===== src/tui_float.sv =====
// temperature input reporting: shared package and float scaling datapath
// assumes one clock domain; the datapath below is purely combinational
package tui_pkg;

  localparam int TUI_CHANS = 4;
  localparam int TUI_VAL_W = 24;

  // register map, byte addresses; region in paddr[7:4], channel in paddr[3:2]
  localparam logic [7:0] TUI_ADDR_STATUS = 8'h00;
  localparam logic [7:0] TUI_ADDR_EVT = 8'h04;
  localparam logic [7:0] TUI_ADDR_MASK = 8'h08;
  localparam logic [7:0] TUI_ADDR_CTRL = 8'h0C;
  localparam logic [7:0] TUI_ADDR_CFG_ALL = 8'h10;
  localparam logic [7:0] TUI_ADDR_CFG0 = 8'h20;
  localparam logic [7:0] TUI_ADDR_SCALE0 = 8'h30;
  localparam logic [7:0] TUI_ADDR_INT0 = 8'h40;
  localparam logic [7:0] TUI_ADDR_REAL0 = 8'h50;

  // channel config fields
  localparam int TUI_CFG_W = 6;
  localparam int TUI_CFG_EN = 0;
  localparam int TUI_CFG_TYPE_LSB = 1;
  localparam int TUI_CFG_PROBE_LSB = 3;
  localparam logic [TUI_CFG_W-1:0] TUI_CFG_RESET = 6'h00;

  // control fields
  localparam int TUI_CTL_W = 3;
  localparam int TUI_CTL_FAHR = 0;
  localparam int TUI_CTL_REJ60 = 1;
  localparam int TUI_CTL_BURN = 2;
  localparam logic [TUI_CTL_W-1:0] TUI_CTL_RESET = 3'h4;

  typedef enum logic [1:0] {
    TUI_TYPE_TC = 2'h0,
    TUI_TYPE_RTD = 2'h1,
    TUI_TYPE_THERM = 2'h2,
    TUI_TYPE_VOLT = 2'h3
  } tui_type_e;

  localparam logic signed [TUI_VAL_W-1:0] TUI_INT_MAX = 24'sh007FFF;
  localparam logic signed [TUI_VAL_W-1:0] TUI_INT_MIN = 24'shFF8000;
  localparam logic signed [TUI_VAL_W-1:0] TUI_MV62_MIN = 24'shFFC000;
  localparam logic signed [TUI_VAL_W-1:0] TUI_MV125_MIN = 24'shFFE000;
  localparam logic signed [TUI_VAL_W-1:0] TUI_V1_MIN = 24'sh000000;

  // float constants
  localparam logic [31:0] TUI_FLOAT_TENTH = 32'h3DCCCCCD;
  localparam logic [31:0] TUI_FLOAT_ONE = 32'h3F800000;
  localparam int TUI_MANT_BITS = 23;
  localparam logic signed [10:0] TUI_EXP_MAX = 11'sh0FF;

  typedef struct packed {
    logic signed [TUI_VAL_W-1:0] lo;
    logic signed [TUI_VAL_W-1:0] hi;
  } tui_bounds_s;

  function automatic tui_bounds_s tui_mk(input int lo, input int hi);
    tui_bounds_s b;
    b.lo = 24'(lo);
    b.hi = 24'(hi);
    return b;
  endfunction

  // selected range in tenths of a degree, or in counts for voltage
  function automatic tui_bounds_s tui_bounds(input tui_type_e t, input logic [2:0] p,
                                             input logic fahr);
    tui_bounds_s b;
    b = tui_mk(-32768, 32767);
    case (t)
      TUI_TYPE_TC:
        case (p)
          3'h0: b = fahr ? tui_mk(-3460, 21920) : tui_mk(-2100, 12000);
          3'h1: b = fahr ? tui_mk(-4450, 25020) : tui_mk(-2650, 13720);
          3'h2: b = fahr ? tui_mk(-4450, 18320) : tui_mk(-2650, 10000);
          3'h3, 3'h4: b = fahr ? tui_mk(-580, 32140) : tui_mk(-500, 17680);
          3'h5: b = fahr ? tui_mk(1040, 33080) : tui_mk(400, 18200);
          default: b = fahr ? tui_mk(-4450, 7520) : tui_mk(-2650, 4000);
        endcase
      TUI_TYPE_RTD:
        b = (p == 3'h6) ? (fahr ? tui_mk(-1120, 5000) : tui_mk(-800, 2600))
                        : (fahr ? tui_mk(-3280, 15620) : tui_mk(-2000, 8500));
      TUI_TYPE_THERM:
        b = fahr ? tui_mk(-400, 3020) : tui_mk(-400, 1500);
      default:
        case (p)
          3'h0: b.lo = TUI_INT_MIN;
          3'h1: b.lo = TUI_MV62_MIN;
          3'h2: b.lo = TUI_MV125_MIN;
          default: b.lo = TUI_V1_MIN;
        endcase
    endcase
    if (t == TUI_TYPE_VOLT)
    begin
      b.hi = TUI_INT_MAX;
    end
    return b;
  endfunction

endpackage

`timescale 1ns/10ps

////////////////////////////////////////////////////////////////////////////////
// signed 24-bit integer times an ieee single factor, truncated to single
module tui_float_mul
  import tui_pkg::*;
(
  input wire logic signed [tui_pkg::TUI_VAL_W-1:0] val,
  input wire logic [31:0] scale,
  output logic [31:0] product
);

  function automatic logic [4:0] lead_zeros(input logic [23:0] v);
    logic [4:0] n;
    n = 5'h00;
    for (int i = 0; i < 24; i++)
    begin
      if (v[i])
      begin
        n = 5'(23 - i);
      end
    end
    return n;
  endfunction

  logic sgn;
  logic [23:0] mag;
  logic [4:0] lz;
  logic [23:0] norm;
  logic [47:0] prod;
  logic [22:0] frac;
  logic signed [10:0] expo;

  always_comb
  begin
    sgn = val[TUI_VAL_W-1];
    mag = sgn ? 24'(-val) : 24'(val);
    lz = lead_zeros(mag);
    norm = mag << lz;
    prod = {24'h0, norm} * {24'h0, 1'b1, scale[22:0]};
    frac = prod[47] ? prod[46:24] : prod[45:23];
    expo = 11'(scale[30:23]) + 11'(TUI_MANT_BITS) - 11'(lz) + 11'(prod[47]);
    if (mag == 24'h0 || scale[30:23] == 8'h00 || expo <= 11'sh000)
    begin
      product = 32'h0;
    end
    else if (expo >= TUI_EXP_MAX)
    begin
      product = {sgn ^ scale[31], 8'hFF, 23'h0};
    end
    else
    begin
      product = {sgn ^ scale[31], expo[7:0], frac};
    end
  end

endmodule


===== src/tui_report.sv =====
// temperature input reporting block: apb registers, value words, status byte
// assumes samples come from converter logic on CLK, one per cycle at most
//
// Overview of operation
// temperature integer word in rounded tenths
// temperature real word as 24-bit float; the code gives a 32-bit ieee single
// integer saturates at 32767, float full range
// millivolt integer word bounded per range
// voltage real word uses user scale factor
// status byte presented as one aligned byte
// status bits: range then burnout, per channel
// range flag when input outside selected range
// burnout flag while loop open, if enabled
// only enabled channels converted and reported
// per-channel sensor type and probe selection
// settings written to one or all channels
// fixed units per count for integer word
// host matches rejection to mains frequency
// values refreshed per conversion, held otherwise
//
// Our own choices: the register offsets and register access over APB.
`timescale 1ns/10ps

module tui_report
  import tui_pkg::*;
(
  input wire logic CLK,
  input wire logic RESET,
  input wire logic PSEL,
  input wire logic PENABLE,
  input wire logic PWRITE,
  input wire logic [7:0] PADDR,
  input wire logic [31:0] PWDATA,
  output logic [31:0] PRDATA,
  output logic PREADY,
  output logic PSLVERR,
  input wire logic SAMPLE_VALID,
  input wire logic [1:0] SAMPLE_CHAN,
  input wire logic signed [tui_pkg::TUI_VAL_W-1:0] SAMPLE_VALUE,
  input wire logic SAMPLE_OPEN,
  output logic [tui_pkg::TUI_CHANS-1:0] CHAN_ENABLE,
  output logic [7:0] STATUS_BYTE,
  output logic FAHRENHEIT,
  output logic REJECT_60HZ,
  output logic IRQ
);

  import tui_pkg::*;

  typedef struct packed {
    logic [TUI_CHANS-1:0][TUI_CFG_W-1:0] cfg;
    logic [TUI_CHANS-1:0][31:0] scale;
    logic [TUI_CHANS-1:0][15:0] ival;
    logic [TUI_CHANS-1:0][31:0] rval;
    logic [7:0] flags;
    logic [7:0] evt;
    logic [7:0] mask;
    logic [TUI_CTL_W-1:0] ctl;
    logic [31:0] rdata;
    logic slverr;
  } tui_state_s;

  tui_state_s s_q;
  tui_state_s s_d;

  //////////////////////////////////////////////////////////////////////////////
  // helpers

  function automatic tui_type_e cfg_type(input logic [TUI_CFG_W-1:0] c);
    return tui_type_e'(c[TUI_CFG_TYPE_LSB +: 2]);
  endfunction

  function automatic logic [2:0] cfg_probe(input logic [TUI_CFG_W-1:0] c);
    return c[TUI_CFG_PROBE_LSB +: 3];
  endfunction

  function automatic logic signed [TUI_VAL_W-1:0] clamp(
    input logic signed [TUI_VAL_W-1:0] v,
    input logic signed [TUI_VAL_W-1:0] lo,
    input logic signed [TUI_VAL_W-1:0] hi);
    if (v < lo)
    begin
      return lo;
    end
    else if (v > hi)
    begin
      return hi;
    end
    return v;
  endfunction

  //////////////////////////////////////////////////////////////////////////////
  // sample path

  logic [TUI_CFG_W-1:0] smp_cfg;
  tui_type_e smp_type;
  tui_bounds_s smp_bnd;
  logic signed [TUI_VAL_W-1:0] smp_lo;
  logic smp_take;
  logic smp_oor;
  logic smp_open;
  logic [31:0] smp_scale;
  logic [31:0] smp_real;

  always_comb
  begin
    smp_cfg = s_q.cfg[SAMPLE_CHAN];
    smp_type = cfg_type(smp_cfg);
    smp_bnd = tui_bounds(smp_type, cfg_probe(smp_cfg), s_q.ctl[TUI_CTL_FAHR]);
    smp_take = SAMPLE_VALID && smp_cfg[TUI_CFG_EN];
    smp_oor = (SAMPLE_VALUE < smp_bnd.lo) || (SAMPLE_VALUE > smp_bnd.hi);
    smp_open = SAMPLE_OPEN && s_q.ctl[TUI_CTL_BURN];
    smp_lo = (smp_type == TUI_TYPE_VOLT) ? smp_bnd.lo : TUI_INT_MIN;
    // temperatures scale tenths to degrees, voltage uses the user factor
    smp_scale = (smp_type == TUI_TYPE_VOLT) ? s_q.scale[SAMPLE_CHAN]
                                            : TUI_FLOAT_TENTH;
  end

  tui_float_mul u_fmul (
    .val(SAMPLE_VALUE),
    .scale(smp_scale),
    .product(smp_real)
  );

  //////////////////////////////////////////////////////////////////////////////
  // apb decode

  logic setup_ph;
  logic wr_acc;
  logic [3:0] rgn;
  logic [1:0] ach;
  logic dec_ok;
  logic [31:0] rd_mux;

  always_comb
  begin
    setup_ph = PSEL && !PENABLE;
    wr_acc = PSEL && PENABLE && PWRITE;
    rgn = PADDR[7:4];
    ach = PADDR[3:2];
    dec_ok = 1'b0;
    rd_mux = 32'h0;
    if (PADDR[1:0] == 2'b00)
    begin
      if (rgn == TUI_ADDR_STATUS[7:4])
      begin
        dec_ok = 1'b1;
        case (PADDR)
          TUI_ADDR_STATUS: rd_mux = {24'h0, s_q.flags};
          TUI_ADDR_EVT: rd_mux = {24'h0, s_q.evt};
          TUI_ADDR_MASK: rd_mux = {24'h0, s_q.mask};
          default: rd_mux = {29'h0, s_q.ctl};
        endcase
      end
      else if (PADDR == TUI_ADDR_CFG_ALL)
      begin
        dec_ok = 1'b1;
      end
      else if (rgn == TUI_ADDR_CFG0[7:4])
      begin
        dec_ok = 1'b1;
        rd_mux = {26'h0, s_q.cfg[ach]};
      end
      else if (rgn == TUI_ADDR_SCALE0[7:4])
      begin
        dec_ok = 1'b1;
        rd_mux = s_q.scale[ach];
      end
      else if (rgn == TUI_ADDR_INT0[7:4])
      begin
        dec_ok = 1'b1;
        rd_mux = {{16{s_q.ival[ach][15]}}, s_q.ival[ach]};
      end
      else if (rgn == TUI_ADDR_REAL0[7:4])
      begin
        dec_ok = 1'b1;
        rd_mux = s_q.rval[ach];
      end
    end
  end

  //////////////////////////////////////////////////////////////////////////////
  // next state

  logic [7:0] evt_set;
  logic [7:0] evt_clr;
  logic [1:0] new_flags;

  always_comb
  begin
    s_d = s_q;
    evt_set = 8'h00;
    evt_clr = 8'h00;
    new_flags = {smp_open, smp_oor};
    if (smp_take)
    begin
      s_d.ival[SAMPLE_CHAN] = 16'(clamp(SAMPLE_VALUE, smp_lo, TUI_INT_MAX));
      s_d.rval[SAMPLE_CHAN] = smp_real;
      s_d.flags[{SAMPLE_CHAN, 1'b0} +: 2] = new_flags;
      evt_set[SAMPLE_CHAN] = 1'b1;
      evt_set[4 + SAMPLE_CHAN] = |(new_flags & ~s_q.flags[{SAMPLE_CHAN, 1'b0} +: 2]);
    end
    if (setup_ph)
    begin
      s_d.rdata = PWRITE ? 32'h0 : rd_mux;
      s_d.slverr = !dec_ok;
    end
    if (wr_acc && dec_ok)
    begin
      if (PADDR == TUI_ADDR_EVT)
      begin
        evt_clr = PWDATA[7:0];
      end
      else if (PADDR == TUI_ADDR_MASK)
      begin
        s_d.mask = PWDATA[7:0];
      end
      else if (PADDR == TUI_ADDR_CTRL)
      begin
        s_d.ctl = PWDATA[TUI_CTL_W-1:0];
      end
      else if (PADDR == TUI_ADDR_CFG_ALL)
      begin
        for (int c = 0; c < TUI_CHANS; c++)
        begin
          s_d.cfg[c] = PWDATA[TUI_CFG_W-1:0];
        end
      end
      else if (rgn == TUI_ADDR_CFG0[7:4])
      begin
        s_d.cfg[ach] = PWDATA[TUI_CFG_W-1:0];
      end
      else if (rgn == TUI_ADDR_SCALE0[7:4])
      begin
        s_d.scale[ach] = PWDATA;
      end
    end
    // a fresh event beats a simultaneous write-one-to-clear
    s_d.evt = (s_q.evt & ~evt_clr) | evt_set;
  end

  always_ff @(posedge CLK)
  begin
    if (RESET)
    begin
      s_q.cfg <= {TUI_CHANS{TUI_CFG_RESET}};
      s_q.scale <= {TUI_CHANS{TUI_FLOAT_ONE}};
      s_q.ival <= '0;
      s_q.rval <= '0;
      s_q.flags <= 8'h00;
      s_q.evt <= 8'h00;
      s_q.mask <= 8'h00;
      s_q.ctl <= TUI_CTL_RESET;
      s_q.rdata <= 32'h0;
      s_q.slverr <= 1'b0;
    end
    else
    begin
      s_q <= s_d;
    end
  end

  //////////////////////////////////////////////////////////////////////////////
  // outputs

  always_comb
  begin
    PRDATA = s_q.rdata;
    PREADY = 1'b1;
    PSLVERR = PSEL && PENABLE && s_q.slverr;
    for (int c = 0; c < TUI_CHANS; c++)
    begin
      CHAN_ENABLE[c] = s_q.cfg[c][TUI_CFG_EN];
    end
    STATUS_BYTE = s_q.flags;
    FAHRENHEIT = s_q.ctl[TUI_CTL_FAHR];
    REJECT_60HZ = s_q.ctl[TUI_CTL_REJ60];
    IRQ = |(s_q.evt & s_q.mask);
  end

  //////////////////////////////////////////////////////////////////////////////
  // checks

  logic temp_take;
  assign temp_take = smp_take && (smp_type != TUI_TYPE_VOLT);

  property p_int_sat;
    @(posedge CLK) disable iff (RESET)
    temp_take && (SAMPLE_VALUE > TUI_INT_MAX) |=> s_q.ival[$past(SAMPLE_CHAN)] == 16'h7FFF;
  endproperty
  a_int_sat: assert property (p_int_sat) else $error("integer word not saturated");

  property p_int_tenths;
    @(posedge CLK) disable iff (RESET)
    temp_take && !smp_oor
      && (SAMPLE_VALUE <= TUI_INT_MAX)
      |=> s_q.ival[$past(SAMPLE_CHAN)] == $past(SAMPLE_VALUE[15:0]);
  endproperty
  a_int_tenths: assert property (p_int_tenths) else $error("tenths word mismatch");

  property p_real_one;
    @(posedge CLK) disable iff (RESET)
    temp_take && (SAMPLE_VALUE == 24'sh00000A)
      |=> s_q.rval[$past(SAMPLE_CHAN)] == TUI_FLOAT_ONE;
  endproperty
  a_real_one: assert property (p_real_one) else $error("ten tenths not 1.0");

  property p_mv_floor;
    @(posedge CLK) disable iff (RESET)
    smp_take && (smp_type == TUI_TYPE_VOLT) && (cfg_probe(smp_cfg) == 3'h2)
      && (SAMPLE_VALUE < TUI_MV125_MIN)
      |=> (s_q.ival[$past(SAMPLE_CHAN)] == 16'hE000)
        && STATUS_BYTE[{$past(SAMPLE_CHAN), 1'b0}];
  endproperty
  a_mv_floor: assert property (p_mv_floor) else $error("mV floor wrong");

  property p_range_flag;
    @(posedge CLK) disable iff (RESET)
    smp_take && smp_oor |=> STATUS_BYTE[{$past(SAMPLE_CHAN), 1'b0}];
  endproperty
  a_range_flag: assert property (p_range_flag) else $error("range flag missing");

  property p_burnout;
    @(posedge CLK) disable iff (RESET)
    smp_take && SAMPLE_OPEN
      |=> STATUS_BYTE[{$past(SAMPLE_CHAN), 1'b1}] == $past(s_q.ctl[TUI_CTL_BURN]);
  endproperty
  a_burnout: assert property (p_burnout) else $error("burnout flag wrong");

  property p_disabled;
    @(posedge CLK) disable iff (RESET)
    SAMPLE_VALID && !smp_cfg[TUI_CFG_EN]
      |=> (s_q.ival[$past(SAMPLE_CHAN)] == $past(s_q.ival[SAMPLE_CHAN]))
        && (!s_q.evt[$past(SAMPLE_CHAN)] || $past(s_q.evt[SAMPLE_CHAN]));
  endproperty
  a_disabled: assert property (p_disabled) else $error("disabled channel updated");

  property p_evt_mark;
    @(posedge CLK) disable iff (RESET)
    smp_take |=> s_q.evt[$past(SAMPLE_CHAN)];
  endproperty
  a_evt_mark: assert property (p_evt_mark) else $error("update event not marked");

  property p_hold;
    @(posedge CLK) disable iff (RESET)
    !SAMPLE_VALID |=> $stable(s_q.rval) && $stable(s_q.flags);
  endproperty
  a_hold: assert property (p_hold) else $error("values changed without sample");

endmodule


===== config.mk =====
export PLATFORM = sky130hd
export DESIGN_NAME = tui_report
export DESIGN_NICKNAME = d
export VERILOG_FILES = /design/src/tui_float.sv /design/src/tui_report.sv
export SDC_FILE = /design/constraint.sdc
export NUM_CORES = 2
export LEC_CHECK = 0
export BUFFER_PORTS_ARGS = -buffer_cell sky130_fd_sc_hd__buf_2
export CORE_MARGIN = 3
export CORE_UTILIZATION = 50
export DETAILED_ROUTE_END_ITERATION = 7
export PLACE_DENSITY = 0.66
export SLEW_MARGIN = 20
export SYNTH_ARGS = -nofsm -noshare
export SYNTH_HDL_FRONTEND = slang
export SYNTH_SLANG_ARGS = --single-unit

===== constraint.sdc =====
create_clock -name CLK -period 39.1 [get_ports CLK]
set_input_delay 5.865 -clock CLK [delete_from_list [all_inputs] [get_ports CLK]]
set_output_delay 5.865 -clock CLK [all_outputs]
set_load 0.02 [all_outputs]

# --- Yosys cells after proc, flatten, opt, wreduce, memory -nomap -nowiden ---
# Cells that the tools add are included.
totals:
  output_inout_bits: 49
  wordCells: 209
  reg_bits: 404
classes:
  n_mux: 103
  n_eq_ne: 17
  n_bitwise: 12
  addsub: 6
  n_lt_le_gt_ge: 13
  multipliers: 1
  reduce_logical: 31
  shifts: 4
ops:
  columns: ["operator", "n"]
  rows:
  - ["$mux 32", 15]
  - ["$bwmux 128", 2]
  - ["$pmux 48 s5", 1]
  - ["$pmux 24 s3", 3]
  - ["$bmux 32 s2", 3]
  - ["$demux 32 s2", 2]
  - ["$mux 24", 5]
  - ["$mux 5", 24]
  - ["$mux 37", 3]
  - ["$mux 35", 3]
  - ["$mux 16", 6]
  - ["$mux 36", 2]
  - ["$bwmux 64", 1]
  - ["$lt 24x24->1", 2]
  - ["$mul 24x24->48", 1]
  - ["$mux 34", 1]
  - ["$bmux 16 s2", 1]
  - ["$demux 16 s2", 1]
  - ["$mux 31", 1]
  - ["$bmux 6 s2", 2]
  - ["$bwmux 24", 1]
  - ["$gt 24x16->1 const B", 1]
  - ["$gt 24x24->1", 1]
  - ["$logic_not 24->1", 1]
  - ["58 further kinds", 104]

# --- Longest topological paths before layout ---
logic_depth:
  word_depth: 33
  mapped_depth: 65

# --- Modules after synthesis ---
# Synthesis repeated with hierarchy kept, for this count alone.
hier_totals:
  cells_unflattened: 5230
  area_unflattened_um2: 43862.1
by_module_without_submodules:
  columns: ["mod", "area_each_um2", "n_inst", "cells_each"]
  rows:
  - ["tui_float_mul", 22552.9, 1, 2730]
  - ["tui_report", 21309.2, 1, 2500]

# --- Worst setup path after synthesis ---
# OpenSTA, ideal clock, no wires.
synth_timing:
  path_kind: "input to register"
  start: "in SAMPLE_VALUE[0] (netlist bit)"
  end: "reg s_q[100] (netlist bit)"
  slack_ns: 19.775
  cell_stages: 60
  t_arrival_ns: 19.245
  path_cell_list: "clkbuf_1 clkbuf_1 inv_1 ha_1 nor4b_2 nand2_1 o311a_1 or3_4 o2111a_1 a41oi_2 nand2_1 clkbuf_1 buf_2 mux2i_1 nor2_1 nor2_1 o21ai_1 clkinv_1 (+24 left out) ha_1 inv_1 ha_1 inv_1 fa_1 nor2b_1 o21ai_0 a21oi_1 o31ai_1 a211oi_1 a32oi_1 a31oi_1 and2_1 clkbuf_1 clkbuf_1 nand2_1 mux2_2 a211oi_2"
synth_via:
  elab_chain_len: 33
synth_rtl:
  columns: ["item", "line_no", "rtl"]
  rows:
  - ["from (decl)", "tui_report.sv:39", "input wire logic signed [tui_pkg::TUI_VAL_W-1:0] SAMPLE_VALUE,"]
  - ["$neg 24->24", "tui_float.sv:137", "mag = sgn ? 24'(-val) : 24'(val);"]
  - ["$mux 24 *", "tui_float.sv:137", null]
  - ["$mux 5 (24 in series)", "tui_float.sv:118", "if (v[i])"]
  - ["$shl 24x5->24", "tui_float.sv:139", "norm = mag << lz;"]
  - ["$mul 24x24->48", "tui_float.sv:140", "prod = {24'h0, norm} * {24'h0, 1'b1, scale[22:0]};"]
  - ["$add 11x1->11", "tui_float.sv:142", "expo = 11'(scale[30:23]) + 11'(TUI_MANT_BITS) - 11'(lz) + 11'(prod[47]);"]
  - ["$ge 11x9->1 / $le 11x1->1 (equally long branches)", "tui_float.sv:147, tui_float.sv:143", null]
  - ["$mux 31 / $logic_or 1x1->1 (equally long branches)", "tui_float.sv:147, tui_float.sv:143", null]
  - ["$mux 32 *", "tui_float.sv:143", "if (mag == 24'h0 || scale[30:23] == 8'h00 || expo <= 11'sh000)"]
  - ["$bwmux 128 *", "tui_report.sv:198", "s_d.rval[SAMPLE_CHAN] = smp_real;"]
  - ["to (decl)", "tui_report.sv:63", "tui_state_s s_q;"]
# Every way passes the cells marked *; elsewhere a longest branch is shown, timed or not.
# A chain may end at the register's enable or synchronous reset.

# --- Worst setup path in the final report ---
layout_timing:
  start: "in SAMPLE_VALUE[0] (netlist bit)"
  end: "reg s_q[163] (netlist bit)"
# Same word-level chain as after synthesis.

==> implementation parameters <==
Parameter                              Value

Routing
  Via Count    37400
  Post-route DRC    0
  Total met2 wirelength after detailed routing    63.2 mm
  Wire per inst    21.9 um
  Sum of routed wire segments on met1    58.6 mm
  Routed wire length on met3    11.9 mm
  Pre-antenna DRT Iters    6
  Initial detailed-routing violation count    3565
  Total wire length    138 mm
  Post-DR vias/cell    5.92
  Antenna viol nets, final    0
  Highest layer used for signal routing    met5

Yosys
  Cells after Synth    5271
  Top-area cell type share of the netlist area    22.2%
  Share of synthesized area spent on multiplexers    9.46%
  Dominant cells by area after synthesis    fa_1 22%, dfxtp_1 19%, nand2_1 8.1%, ha_1 7.7%, mux4_2 6.2%
  Synthesized-area fraction occupied by ao, oa, aoi and oai cells    12.3%
  Largest family of logic cells by synthesized area    adder cells
  Xor and xnor fraction of the mapped netlist area    1.07%
  Post-synthesis adder-cell area fraction    29.9%
  Cell area after synthesis    43500 um^2
  Ys flop type    dfxtp_1
  Number of warnings reported in the yosys synthesis log    0
  Count of unique library cells instantiated by Yosys    99
  Simple-gate share of the synthesized area    19.6%
  Post-Synthesis Mean Instance Area    8.24 um^2
  Synth Register Bits    404
  Synth top cells by count    941 x nand2_1, 600 x inv_1, 591 x nor2_1
  Most used standard cell by instance count after synthesis    nand2_1
  Count of flip-flops with a built-in enable after synthesis    0
  Share of synthesized area occupied by flip-flops and latches    18.6%
  Proportion of synthesized flip-flops having asynchronous set or reset    0%
  Library cell occupying the most area in the post-synthesis netlist    fa_1

Critical path
  Cell occurring most often along the worst timing path    inv_1
  Critical setup path kind    input pin to register
  Crit path max fanout    28
  Worst setup EP type    register
  Worst Path Arrival    22.58 ns
  Capture instance of the worst register-to-register path    s_q[163]
  Register-to-Register Path Depth    47
  Cell with the biggest individual delay on the critical path    nand2_1
  Startpoint of the worst register-to-register path    s_q[387]
  Delay of the slowest cell on the worst path    0.87 ns
  Critical path launch point type    input pin
  Required time worst endpoint    39.56 ns
  Worst R2R Setup Slack    25.29 ns

Global route
  Initial antenna violation count    7
  Maximum number of pins on one net before global-route repair    215
  Vias in the first global route    37200
  Global-route wire length before repair    218 mm
  Tot GR Track Use    30.7%
  Sum of overflow across all layers after global routing    0

Timing
  Total Neg Setup Slack    0 ns
  Fraction of the cycle the final worst path needs    56.6%
  Hold violation count in the final report    0
  Worst clock skew    0.0248 ns
  Setup violators final    0
  RSZ-0062 raised after global routing    false
  Maximum operating frequency    45.2 MHz
  Minimum period implied by the final worst setup slack    22.12 ns
  Slew Limit Fails    0
  Relative max-transition margin    18.6%
  Pin slew with the least headroom to its limit    1.22 ns

Status
  Run status    complete, no violations

Run
  Number of max-cap violations    0

Min path
  Source of the worst hold timing path    s_q[144]
  Hold crit path type    register to register
  Sink of the worst hold path    s_q[144]
  Hold path cells    2

Placed design
  Number of input and output port buffers inserted    120
  HPWL after detailed placement    103 mm
  Weighted congestion reported at the end of routability-driven placement    0.972
  Dpl cells    6243

CTS
  CTS sink cnt    404
  Inserted Clock Buffers    41
  Post-CTS repair timing setup buffer count    0
  CTS clock-pin slew for the worst setup and hold paths    0.06 ns
  Total of hold buffers inserted after clock tree synthesis    0
  Clock insertion delay at the later pin of the skew report    0.56 ns
  CTS H-tree lvls    2
  Bufs on Longest Clock Path    3
  Clock root buffer    clkbuf_16
  Count of cells resized by post-cts repair    0
  TritonCTS clock tree    built

Final layout
  Post-layout instance count excluding filler cells    6320
  Layout cells sized above 1    9.53%
  Final layout net count    5963
  Synth-to-Final Area Change    5.96%
  Core Util, Final    53.7%

Die
  Floorplan die area    90500 um^2
  Initial Utilization    50.7%
  Chip height    301 um
  I/O pin total    122
  Area inside the core boundary    85700 um^2
  Die X    301 um
  Cell row count    107
## final cells by class
type / count / area (um^2)
Timing Repair Buffer: 198 / 1220
Tap cell: 1144 / 1430
Multi-Input combinational cell: 3882 / 31500
Sequential cell: 404 / 8090
Clock buffer: 60 / 1230
Antenna cell: 1 / 2.50
Clock inverter: 16 / 265
Inverter: 615 / 2310
Fill cell: 8138 / 39600
## cells by family after synthesis
| group | count (synthesis) |
|---|---|
| XOR/XNOR | 53 |
| AND/OR/NAND/NOR | 1976 |
| flip-flops | 404 |
| adder cells (fa/ha/maj) | 748 |
| AO/OA/AOI/OAI | 836 |
| multiplexers | 257 |
| other | 1 |
| buffers and inverters | 996 |
## critical path, delay by kind of cell
kind                       cells  cell delay, ns
adders and majority gates     12            5.16
muxes                          6            1.83
AOI/OAI and AO/OA             16            4.02
buffers and inverters         12            1.61
and+or+nand+nor               11            4.00
## placed cells by master, fill, tap and decap left out, types with 37 or more instances in the layout
| cell | instances |
|---|---|
| a21o_1 | 53 |
| ha_1 | 265 |
| clkbuf_16 | 43 |
| nor2_1 | 581 |
| buf_2 | 117 |
| nand2b_1 | 37 |
| fa_1 | 482 |
| nand2_1 | 937 |
| nand3b_1 | 37 |
| mux2i_1 | 106 |
| inv_1 | 600 |
| mux4_2 | 119 |
| buf_4 | 78 |
| nor3_1 | 79 |
| o21ai_0 | 120 |
| nand3_1 | 70 |
| a21oi_1 | 344 |
| nor2b_1 | 45 |
| dfxtp_1 | 404 |
## routing by layer
metal  global-route usage [%]  vias up
met1                     42.9    18500
li1                         -    17000
met3                     4.60      232
met4                     9.85        4
met5                        0        -
met2                     49.0     1650
## worst max-delay path by stage
stage                          startpoint        to  slack [ns]
after floorplan           SAMPLE_VALUE[0]  s_q[100]       19.78
after global placement    SAMPLE_VALUE[0]   s_q[99]       17.22
after detailed placement  SAMPLE_VALUE[0]  s_q[163]       16.77
after CTS                 SAMPLE_VALUE[0]   s_q[67]       17.26
after global routing      SAMPLE_VALUE[0]  s_q[163]       15.62
final                     SAMPLE_VALUE[0]  s_q[163]       16.98
## stage by stage
| step | hold WS (ns) | cell area (um^2) | setup WS (ns) |
|---|---|---|---|
| after floorplan | 0.425 | 43500 | 19.78 |
| after global placement | 0.434 | 44500 | 17.22 |
| after detailed placement | 0.442 | 44500 | 16.77 |
| after CTS | 0.450 | 46000 | 17.26 |
| after global routing | 0.469 | 46000 | 15.62 |
| final | 0.448 | 46000 | 16.98 |
## sequential cells by signal, summed over array words and instances (netlist names)
name and count:
FAHRENHEIT 1, PRDATA 32, CHAN_ENABLE 4, STATUS_BYTE 8
REJECT_60HZ 1, s_q 358
Power is left out: the tool's default activity adds up to more than one toggle a clock period on the data nets, which glitch-free logic cannot reach.
